--- src/logic/rco_pkg.sv ---
`default_nettype none
package rco_pkg;
  localparam int unsigned ADDR_W = 4;
  localparam int unsigned DATA_W = 16;
  localparam int unsigned DIV_W  = 15;
  localparam int unsigned SEL_W  = 4;

  // register word offsets
  localparam logic [ADDR_W-1:0] OFS_CTRL_LOW  = 4'h0;
  localparam logic [ADDR_W-1:0] OFS_CTRL_HIGH = 4'h4;

  // refclk_control_low field positions, plus DIV_LSB of the high register
  localparam int unsigned BIT_ENABLE     = 15;
  localparam int unsigned BIT_IDLE_STOP  = 13;
  localparam int unsigned BIT_PIN_DRIVE  = 12;
  localparam int unsigned BIT_SLEEP_RUN  = 11;
  localparam int unsigned BIT_SWITCH_REQ = 9;
  localparam int unsigned BIT_ACTIVE     = 8;
  localparam int unsigned SEL_LSB        = 0;
  localparam int unsigned DIV_LSB        = 0;

  // reset values
  localparam logic [DIV_W-1:0] RST_DIVIDER = 15'h0000;
  localparam logic [SEL_W-1:0] RST_SELECT  = 4'h0;

  // source select codes
  localparam logic [SEL_W-1:0] SRC_SYS_FULL = 4'h0;
  localparam logic [SEL_W-1:0] SRC_SYS_HALF = 4'h1;
  localparam logic [SEL_W-1:0] SRC_PRIMARY  = 4'h2;
  localparam logic [SEL_W-1:0] SRC_FAST_RC  = 4'h3;
  localparam logic [SEL_W-1:0] SRC_LP_RC    = 4'h4;
  localparam logic [SEL_W-1:0] SRC_SECOND   = 4'h5;
  localparam logic [SEL_W-1:0] SRC_PLL      = 4'h6;
  localparam logic [SEL_W-1:0] SRC_EXT_PIN  = 4'h8;

  typedef struct packed {
    logic             refgen_enable;
    logic             refgen_idle_stop;
    logic             refgen_pin_drive;
    logic             refgen_sleep_run;
    logic             divider_switch_request;
    logic [SEL_W-1:0] refgen_source_select;
  } rco_ctrl_t;

  typedef struct packed {
    logic              wr;
    logic              rd;
    logic [ADDR_W-1:0] addr;
    logic [DATA_W-1:0] wdata;
  } rco_bus_req_t;

  // external source levels, synchronous to the system clock
  typedef struct packed {
    logic primary_oscillator;
    logic fast_rc_oscillator;
    logic low_power_rc_oscillator;
    logic secondary_oscillator;
    logic pll;
    logic external_ref_input;
  } rco_src_t;
endpackage
`default_nettype wire

--- src/logic/rco_src_sel.sv ---
`default_nettype none
module rco_src_sel (
  input  wire logic                      i_sys_clk, // system clock
  input  wire logic                      i_arst_n,  // async reset
  input  wire rco_pkg::rco_src_t         i_src,     // source levels
  input  wire logic [rco_pkg::SEL_W-1:0] i_sel,     // source select
  output logic                           o_lvl,     // selected level
  output logic                           o_tick     // rising edge pulse
);
  logic sys_full;
  logic sys_half;
  logic prev_lvl;
  logic sel_lvl;

  // system clock images; sel 0 follows any system clock switch
  always_ff @(posedge i_sys_clk or negedge i_arst_n) begin
    if (!i_arst_n) begin
      sys_full <= 1'b0;
      sys_half <= 1'b0;
      prev_lvl <= 1'b0;
    end else begin
      sys_full <= ~sys_full;
      sys_half <= sys_half ^ sys_full;
      prev_lvl <= sel_lvl;
    end
  end

  // reserved codes select a quiet source
  always_comb begin
    case (i_sel)
      rco_pkg::SRC_SYS_FULL: sel_lvl = sys_full;
      rco_pkg::SRC_SYS_HALF: sel_lvl = sys_half;
      rco_pkg::SRC_PRIMARY:  sel_lvl = i_src.primary_oscillator;
      rco_pkg::SRC_FAST_RC:  sel_lvl = i_src.fast_rc_oscillator;
      rco_pkg::SRC_LP_RC:    sel_lvl = i_src.low_power_rc_oscillator;
      rco_pkg::SRC_SECOND:   sel_lvl = i_src.secondary_oscillator;
      rco_pkg::SRC_PLL:      sel_lvl = i_src.pll;
      rco_pkg::SRC_EXT_PIN:  sel_lvl = i_src.external_ref_input;
      default:               sel_lvl = 1'b0;
    endcase
  end

  assign o_lvl  = sel_lvl;
  assign o_tick = sel_lvl & ~prev_lvl;
endmodule
`default_nettype wire

--- src/logic/rco_div.sv ---
`default_nettype none
module rco_div (
  input  wire logic                      i_sys_clk, // system clock
  input  wire logic                      i_arst_n,  // async reset
  input  wire logic                      i_run,     // generator running
  input  wire logic                      i_lvl,     // source level
  input  wire logic                      i_tick,    // source rising edge
  input  wire logic [rco_pkg::DIV_W-1:0] i_div,     // half period
  output logic                           o_clk,     // divided clock
  output logic                           o_fall     // high-to-low pulse
);
  logic [rco_pkg::DIV_W-1:0] cnt;
  logic [rco_pkg::DIV_W-1:0] next_cnt;
  logic                      next_clk;
  logic                      wrap;
  logic                      pass;

  assign pass = (i_div == rco_pkg::RST_DIVIDER);
  assign wrap = i_tick & (cnt == i_div - 15'h0001);

  always_comb begin
    next_cnt = cnt;
    next_clk = o_clk;
    if (!i_run) begin
      next_cnt = '0;
      next_clk = 1'b0;
    end else if (pass) begin
      next_cnt = '0;
      next_clk = i_lvl;
    end else if (wrap) begin
      next_cnt = '0;
      next_clk = ~o_clk;
    end else if (i_tick) begin
      next_cnt = cnt + 15'h0001;
    end
  end

  always_ff @(posedge i_sys_clk or negedge i_arst_n) begin
    if (!i_arst_n) begin
      cnt    <= '0;
      o_clk  <= 1'b0;
      o_fall <= 1'b0;
    end else begin
      cnt    <= next_cnt;
      o_clk  <= next_clk;
      o_fall <= o_clk & ~next_clk;
    end
  end
endmodule
`default_nettype wire

--- src/logic/rco_top.sv ---
// Operation
// - The enable bit runs the generator when set, stops it when clear.
// - The divider is the half period in source ticks; zero bypasses it.
// - The switch bit loads a new divider and is cleared by hardware.
// - The 4-bit select picks the source; reserved codes give no clock.
// - The sleep-run bit keeps the generator running in Sleep.
// - The pin-drive bit gates the reference clock onto the pin.
// - The active bit reads one while running and falls after disable.
// - Source code zero follows the system clock through any switch.
// - The half-rate output has its own enable, not the generator's.
// - With the PLL-source bit clear the PLL serves only the reference.
// - The secondary oscillator starts on demand or by its manual bit.
//
// The register addresses and the address-and-strobe port were chosen for this implementation.
`default_nettype none
module rco_top (
  input  wire logic                       i_sys_clk,          // 20 MHz clock
  input  wire logic                       i_arst_n,           // async reset
  input  wire rco_pkg::rco_bus_req_t      i_bus,              // register req
  output logic [rco_pkg::DATA_W-1:0]      o_rdata,            // read data
  input  wire rco_pkg::rco_src_t          i_src,              // source levels
  input  wire logic                       i_sleep,            // Sleep mode
  input  wire logic                       i_idle,             // Idle mode
  input  wire logic                       i_half_rate_out_config, // cfg bit
  input  wire logic                       i_pll_ref_source_config, // cfg bit
  input  wire logic                       i_secondary_osc_manual_start, // sw
  output logic                            o_reference_clock_pin, // ref out
  output logic                            o_reference_clock_oe,  // pin oe
  output logic                            o_half_rate_clock_out, // sys/2
  output logic                            o_pll_in_sys_chain,    // pll use
  output logic                            o_secondary_osc_run    // osc on
);
  rco_pkg::rco_ctrl_t        ctrl;
  logic [rco_pkg::DIV_W-1:0] divider;
  logic [rco_pkg::DIV_W-1:0] div_work;
  logic                      running;
  logic                      next_running;
  logic                      want_run;
  logic                      wr_low;
  logic                      wr_high;
  logic                      rd_low;
  logic                      rd_high;
  logic                      sw_take;
  logic                      src_lvl;
  logic                      src_tick;
  logic                      gen_clk;
  logic                      gen_fall;
  logic [rco_pkg::DATA_W-1:0] low_image;
  logic [rco_pkg::DATA_W-1:0] high_image;
  logic [rco_pkg::DATA_W-1:0] next_rdata;

  function automatic logic hit(input logic [rco_pkg::ADDR_W-1:0] a,
                               input logic [rco_pkg::ADDR_W-1:0] ofs);
    hit = (a == ofs);
  endfunction

  assign wr_low  = i_bus.wr & hit(i_bus.addr, rco_pkg::OFS_CTRL_LOW);
  assign wr_high = i_bus.wr & hit(i_bus.addr, rco_pkg::OFS_CTRL_HIGH);
  assign rd_low  = i_bus.rd & hit(i_bus.addr, rco_pkg::OFS_CTRL_LOW);
  assign rd_high = i_bus.rd & hit(i_bus.addr, rco_pkg::OFS_CTRL_HIGH);

  // run request: enable, minus Sleep and Idle stops
  assign want_run = ctrl.refgen_enable
                  & ~(i_sleep & ~ctrl.refgen_sleep_run)
                  & ~(i_idle & ctrl.refgen_idle_stop);

  // stop only while the output is low, so the last pulse is never cut
  assign next_running = want_run | (running & gen_clk);

  // new divider taken while stopped, at a falling edge of the output, or at once while the working divider is zero
  assign sw_take = ctrl.divider_switch_request
                 & (~running | gen_fall
                    | (div_work == rco_pkg::RST_DIVIDER));

  assign low_image = {ctrl.refgen_enable, 1'b0,
                      ctrl.refgen_idle_stop,
                      ctrl.refgen_pin_drive,
                      ctrl.refgen_sleep_run, 1'b0,
                      ctrl.divider_switch_request,
                      running,
                      4'h0,
                      ctrl.refgen_source_select};
  assign high_image = {1'b0, divider};
  assign next_rdata = rd_low  ? low_image  :
                      rd_high ? high_image : 16'h0000;

  always_ff @(posedge i_sys_clk or negedge i_arst_n) begin
    if (!i_arst_n) begin
      ctrl <= '0;
    end else if (wr_low) begin
      ctrl.refgen_enable    <= i_bus.wdata[rco_pkg::BIT_ENABLE];
      ctrl.refgen_idle_stop <= i_bus.wdata[rco_pkg::BIT_IDLE_STOP];
      ctrl.refgen_pin_drive <= i_bus.wdata[rco_pkg::BIT_PIN_DRIVE];
      ctrl.refgen_sleep_run <= i_bus.wdata[rco_pkg::BIT_SLEEP_RUN];
      // software set wins over a hardware clear in the same cycle
      ctrl.divider_switch_request <=
        i_bus.wdata[rco_pkg::BIT_SWITCH_REQ] |
        (ctrl.divider_switch_request & ~sw_take);
      ctrl.refgen_source_select <=
        i_bus.wdata[rco_pkg::SEL_LSB +: rco_pkg::SEL_W];
    end else if (sw_take) begin
      ctrl.divider_switch_request <= 1'b0;
    end
  end

  always_ff @(posedge i_sys_clk or negedge i_arst_n) begin
    if (!i_arst_n) begin
      divider  <= rco_pkg::RST_DIVIDER;
      div_work <= rco_pkg::RST_DIVIDER;
    end else begin
      if (wr_high) begin
        divider <= i_bus.wdata[rco_pkg::DIV_LSB +: rco_pkg::DIV_W];
      end
      if (sw_take) begin
        div_work <= divider;
      end
    end
  end

  always_ff @(posedge i_sys_clk or negedge i_arst_n) begin
    if (!i_arst_n) begin
      running               <= 1'b0;
      o_rdata               <= 16'h0000;
      o_reference_clock_pin <= 1'b0;
      o_reference_clock_oe  <= 1'b0;
      o_half_rate_clock_out <= 1'b0;
      o_pll_in_sys_chain    <= 1'b0;
      o_secondary_osc_run   <= 1'b0;
    end else begin
      running               <= next_running;
      o_rdata               <= next_rdata;
      // pin released while drive is off
      o_reference_clock_pin <= gen_clk & ctrl.refgen_pin_drive;
      o_reference_clock_oe  <= ctrl.refgen_pin_drive;
      o_half_rate_clock_out <= i_half_rate_out_config
                             & ~o_half_rate_clock_out;
      o_pll_in_sys_chain    <= i_pll_ref_source_config;
      o_secondary_osc_run   <= i_secondary_osc_manual_start
        | (ctrl.refgen_enable &
           (ctrl.refgen_source_select == rco_pkg::SRC_SECOND));
    end
  end

  // sel 0 images the system clock, so it tracks switches; sel 6 is the
  // PLL tap, which is reference-only while o_pll_in_sys_chain is low
  rco_src_sel u_src_sel (
    .i_sys_clk (i_sys_clk),
    .i_arst_n  (i_arst_n),
    .i_src     (i_src),
    .i_sel     (ctrl.refgen_source_select),
    .o_lvl     (src_lvl),
    .o_tick    (src_tick)
  );

  rco_div u_div (
    .i_sys_clk (i_sys_clk),
    .i_arst_n  (i_arst_n),
    .i_run     (next_running),
    .i_lvl     (src_lvl),
    .i_tick    (src_tick),
    .i_div     (div_work),
    .o_clk     (gen_clk),
    .o_fall    (gen_fall)
  );
endmodule
`default_nettype wire

--- config.mk ---
export PLATFORM = sky130hd
export DESIGN_NAME = rco_top
export DESIGN_NICKNAME = d
export VERILOG_FILES = /design/src/logic/rco_pkg.sv /design/src/logic/rco_src_sel.sv /design/src/logic/rco_div.sv /design/src/logic/rco_top.sv
export SDC_FILE = /design/constraint.sdc
export NUM_CORES = 1
export LEC_CHECK = 0
export BUFFER_PORTS_ARGS = -buffer_cell sky130_fd_sc_hd__buf_2
export CORE_MARGIN = 2
export CORE_UTILIZATION = 30
export CTS_BUF_LIST = sky130_fd_sc_hd__clkbuf_8
export DETAILED_ROUTE_END_ITERATION = 6
export SLEW_MARGIN = 20
export SYNTH_ARGS = -nofsm -noshare
export SYNTH_HDL_FRONTEND = slang
export SYNTH_SLANG_ARGS = --single-unit
--- constraint.sdc ---
create_clock -name i_sys_clk -period 2.6 [get_ports i_sys_clk]
set_input_delay 0.78 -clock i_sys_clk [delete_from_list [all_inputs] [get_ports i_sys_clk]]
set_output_delay 0.78 -clock i_sys_clk [all_outputs]
set_load 0.1 [all_outputs]
==> After elaboration in Yosys (flattened, before gate mapping) <==
Cells that the tools add are included.
{ "word_totals": {"reg_bits": 81, "in_bits": 35, "output_inout_bits": 21, "word_cells": 82} }
{ "op_classes": {"add_sub_neg": 2, "n_eq_ne": 10, "n_mux": 12, "bitwise_logic": 33, "n_reduce_logical": 4} }
{ "ops": {"columns": ["operator", "n"], "rows": [
  ["15-bit 2-to-1 mux", 5],
  ["1-bit bitwise AND", 17],
  ["4-bit by 3-bit == test with 1-bit output, second input constant", 4],
  ["16-bit 2-to-1 mux", 1],
  ["15-bit by 1-bit adder with 15-bit output, second input constant", 1],
  ["15-bit == test", 1],
  ["15-bit logical NOT", 1],
  ["15-bit by 1-bit subtractor with 15-bit output, second input constant", 1],
  ["1-bit NOT", 10],
  ["4-bit by 2-bit == test with 1-bit output, second input constant", 2],
  ["4-bit logical NOT", 2],
  ["1-bit one-hot mux with 8 select lines", 1],
  ["1-bit 2-to-1 mux", 5],
  ["1-bit bitwise OR", 5],
  ["4-bit by 1-bit == test with 1-bit output, second input constant", 1],
  ["4-bit == test, second input constant", 1],
  ["4-bit by 1-bit != test with 1-bit output, second input constant", 1],
  ["2-bit nonzero test", 1],
  ["1-bit XOR", 1]
]} }

==> Logic depth before layout (Yosys ltp) <==
{ "logic_depth": {"depth_word": 9, "depth_mapped": 10, "mapped_depth_nobuf": 9} }

==> Cells and area by module <==
From an unflattened synthesis, not the netlist that was laid out.
{ "hier_totals": {"hier_cells": 381, "area_unflattened_um2": 4219.0} }
{ "modules_own_cells": {"columns": ["module", "n_inst", "cells_per_inst", "area_each_um2", "seq_area_each_um2"], "rows": [
  ["rco_top", 1, 200, 2616.3, 1526.5],
  ["rco_div", 1, 160, 1406.3, 425.4],
  ["rco_src_sel", 1, 21, 196.4, 75.1]
]} }

==> Worst setup path before layout <==
No wires, ideal clock.
{ "synth_timing": {"kind": "reg-to-reg", "start": "reg div_work[0] in the netlist's numbering", "end": "reg div_work[10] in the netlist's numbering", "setup_ns": 0.125, "arrival_time_ns": 2.249, "required_time_ns": 2.475, "slack_ns": 0.226, "path_stages_with_launch": 9, "path_buffers": 1, "period_less_slack_ns": 2.374, "path_cell_list": "dfrtp_1 -> inv_1 -> ha_1 -> nor3b_2 -> nand4_1 -> nor2_1 -> o21ai_1 -> clkbuf_1 -> mux2_2"} }
{ "synth_via": {"elab_chain_cells": 3} }
{ "synth_rtl": {"columns": ["element", "line_no", "source"], "rows": [
  ["start: declaration", "rco_top.sv:35", "logic [rco_pkg::DIV_W-1:0] div_work;"],
  ["start signal: assignment", "rco_top.sv:109", "div_work <= rco_pkg::RST_DIVIDER;"],
  ["start signal: assignment", "rco_top.sv:115", "div_work <= divider;"],
  ["15-bit logical NOT", "rco_top.sv:73", "| (div_work == rco_pkg::RST_DIVIDER));"],
  ["1-bit bitwise OR", "rco_top.sv:73", null],
  ["1-bit bitwise AND", "rco_top.sv:72", "& (~running | gen_fall"]
]} }
No other way between the ends.
A chain may end at the register's enable or synchronous reset.

==> Worst setup path after layout <==
{ "layout_timing": {"start": "reg div_work[1] in the netlist's numbering", "end": "reg u_div.cnt[13] in the netlist's numbering"} }
{ "layout_via": {"elab_chain_cells": 6, "elab_cells_between_ends": 8, "classes_between": "add/sub: 1; eq/ne: 2; mux: 3; bitwise: 1; reduce/logical: 1"} }
{ "layout_rtl": {"columns": ["element", "line_no", "source"], "rows": [
  ["15-bit by 1-bit subtractor with 15-bit output", "rco_div.sv:19", "assign wrap = i_tick & (cnt == i_div - 15'h0001);"],
  ["15-bit == test", "rco_div.sv:19", null],
  ["1-bit bitwise AND", "rco_div.sv:19", null],
  ["15-bit 2-to-1 mux", "rco_div.sv:30", "end else if (wrap) begin"],
  ["15-bit 2-to-1 mux", "rco_div.sv:27", "end else if (pass) begin"],
  ["15-bit 2-to-1 mux", "rco_div.sv:24", "if (!i_run) begin"],
  ["end signal: assignment", "rco_div.sv:44", "cnt <= next_cnt;"],
  ["end: declaration", "rco_div.sv:12", "logic [rco_pkg::DIV_W-1:0] cnt;"]
]} }
Several ways; a longest one is shown, not always the timed one.

==> metrics <==
register area share after synthesis roughly 50%; Switch Pwr ~1500 uW; vias in the first global route between 3,000 and 4,000; final setup violation count 0; Routed WL per cell between 15 and 20 um; status finished, final reports clean; crit path launch type register; clk sinks ~80; crit end category register; max incr delay on CP between 0.5 and 0.6 ns; Least-Margin Pin Slew a little over 0.5 ns; Hold Path Class register to register; die height 119.7 um; die width approximately 120 um; PnR worst setup slack 0.08189 ns; Distinct cells, synth 52; Clock power frac approximately a quarter; Area Overhead vs Synth 22.51%; Clock Path Buffers 2; worst-skew pair later-pin latency between 0.3 and 0.4 ns; Clock transition at path regs roughly 0.090 ns; sequential power share between 30% and 40%; Buf/Inv on CP 1; Reg-to-Reg Start div_work[1]$_DFFE_PN0P_; Sw Ratio 35.87%; PortBufs 55; Final period util between 90% and 100%; R2R depth 8; fin cells 623; utilization after layout a little under two fifths; Rel. slew slack between 60% and 70%; largest net degree at the start of global routing 82; FP Rows 42; DRC Markers 0; fin. max-slew vios 0; max_cap viols 0; CTS root buf clkbuf_8; Pint 2751 uW; Crit-path slowest cell or4_4; met2 Resource Use GR ~22%; delay-heaviest family, CP simple AND/OR/NAND/NOR gates; Post-synth EDFFs 0; crit-path cells or4_4, nor4_1, a31oi_1, nor3_2, buf_4, nand4_4, a41oi_2, o31ai_2; Cell Pwr Density between 800 and 900 mW/mm2; GR Overflow Total 0; Comb power frac roughly a third; most frequent cells in the layout dfrtp_1 (80), buf_2 (54), mux2_2 (38), nor2_1 (34), nand2_1 (30); area occupied by multi-input gates 0.001947 mm2; Pre-Repair DR Iteration Count 5; H-tree depth 3; global route hottest layer met2; Max VDD drop between 0.4 and 0.5 mV; Worst Hold Path EP o_half_rate_clock_out$_DFF_PN0_; placed insts around 600; core footprint about 0.013 mm2; I/O pin count 56; dpl hpwl 6635 um; total power between 4000 and 5000 uW; syn_nets 404; ANT cells 0; hold path depth 1; CTS tree built; maximum achievable frequency approximately 400 MHz; Sequential Area approximately 0.0020 mm2; overall routed net length 9399 um; Nets roughly 480; Final ANT Viol Nets 0; critical path arrival ~2.7 ns; GR Util met1 17.88%; DP Worst Slack -0.01261 ns; met3 GRT Util approximately 2.8%; share of cells above drive strength 1 around a third; die area 0.01432 mm2; first-pass GRT wire length roughly 15,000 um; Yosys warning count 0; initial antenna violation count 0; final hold violations 0; initial cell density of the core a little under a third; Syn Inst Count ~370; crit path time final ~2.5 ns; Post-Syn Area per Cell 10.94 um2; Req. time, crit path roughly 2.8 ns; drt via density 4.952; flops & latches, synth between 80 and 90; Hold-fix buffers, CTS 0; Synth Flop Type dfrtp_1; clock buffer count from CTS 9; Leak around 0.0023 uW; clock skew 0.01701 ns; async set-reset flop share out of synthesis 100.0%; vias post-DR just over 3,000; worst r2r dst u_div.cnt[13]$_DFFE_PN0P_; hold_sp o_half_rate_clock_out$_DFF_PN0_; Synth Cell Area roughly 0.004 mm2; CP Launch Point div_work[1]$_DFFE_PN0P_; DRT iter0 DRCs about 200; GRT Total Usage between 10% and 20%; CP max FO 6; most common cell after layout, fill and taps aside dfrtp_1; critical path class register to register; fillcell total between 1,000 and 1,500; Placer Congestion around 0.84; reg2reg setup slack between 0.08 and 0.09 ns
power groups by stage:
stage          registers [uW]  logic, uW  clock network [uW]
6_report                 1670       1510                1110
2_1_floorplan            1680        923                   0
5_1_grt                  1700       1670                1190
3_3_place_gp             1680       1290                   0
3_5_place_dp             1680       1310                   0
4_1_cts                  1660       1330                1140
cells in the mapped netlist, drive strengths merged, types with 3 or more instances:
cell / instances / area (um2)
buf: 3 / 27.52
nor3: 10 / 60.06
mux2i: 12 / 120.1
xor2: 13 / 113.9
and3: 10 / 62.56
nor4: 7 / 65.06
inv: 9 / 33.78
nand2b: 5 / 31.28
clkbuf: 10 / 37.54
o21ai: 15 / 78.82
xnor2: 12 / 105.1
nand3: 10 / 50.05
nor2b: 3 / 18.77
o31ai: 4 / 30.03
nor4b: 3 / 26.28
dfrtp: 81 / 2027
nor2: 34 / 127.6
and2: 3 / 18.77
o21a: 4 / 30.03
nand4: 8 / 65.06
a21oi: 11 / 55.05
or2: 3 / 18.77
nand2: 30 / 112.6
mux2: 38 / 427.9
nand3b: 4 / 30.03
cells by family (layout without fill, tap and decap cells):
logic type               count (synthesis)  in the layout  share of synthesized area, %
multiplexers                            50             50                         13.65
AO/OA/AOI/OAI                           51             51                         8.635
XOR/XNOR                                25             25                         5.455
AND/OR/NAND/NOR                        136            137                         18.67
buffers and inverters                   22            101                         2.462
adder cells (fa/ha/maj)                  2              2                        0.6233
flip-flops                              81             81                         50.50
worst max path at each step:
stage	endpoint	slack, ns	depth (start not counted)
3_3_place_gp	u_div.o_clk$_DFF_PN0_	0.06	9
3_5_place_dp	u_div.cnt[13]$_DFFE_PN0P_	-0.01	9
6_report	u_div.cnt[13]$_DFFE_PN0P_	0.08	8
2_1_floorplan	div_work[10]$_DFFE_PN0P_	0.23	8
5_1_grt	u_div.cnt[13]$_DFFE_PN0P_	-0.007	8
4_1_cts	u_div.cnt[13]$_DFFE_PN0P_	0.03	9
repair_timing:
item                                    CTS  global route
setup buffers                             0             7
pin swaps                                 0             5
endpoints found under the setup margin    1            12
gates resized for setup                   1             8
gates cloned                              0             1
layout make-up:
type / count / area share, %
Clock inverter: 7 / 2.366
Sequential cell: 81 / 41.25
Inverter: 9 / 0.6870
Tap cell: 176 / 4.478
Timing Repair Buffer: 76 / 9.109
Clock buffer: 9 / 2.519
Multi-Input combinational cell: 265 / 39.59
routing by layer:
layer / vias up / routed length [um] / part of all wire (%)
met3: 21 / 481 / 5.1
met4: 0 / 237 / 2.5
met2: 102 / 4440 / 47
met1: 1493 / 4239 / 45
met5: - / 0 / 0
li1: 1469 / - / -
registers in the layout (all words and copies together), names as in the netlist, 9 cells and up:
signal and flops:
divider 15, o_rdata 16, u_div.cnt 15, div_work 15, ctrl 9
metrics by stage:
step / area [um2] / hold slack (ns) / TNS, ns
4_1_cts: 4811 / 0.4325 / 0
2_1_floorplan: 4014 / 0.3827 / 0
5_1_grt: 4917 / 0.4543 / -0.006761
3_3_place_gp: 4564 / 0.4072 / 0
3_5_place_dp: 4564 / 0.4112 / -0.01261
6_report: 4917 / 0.4260 / 0
(Power assumes the default switching activity.)
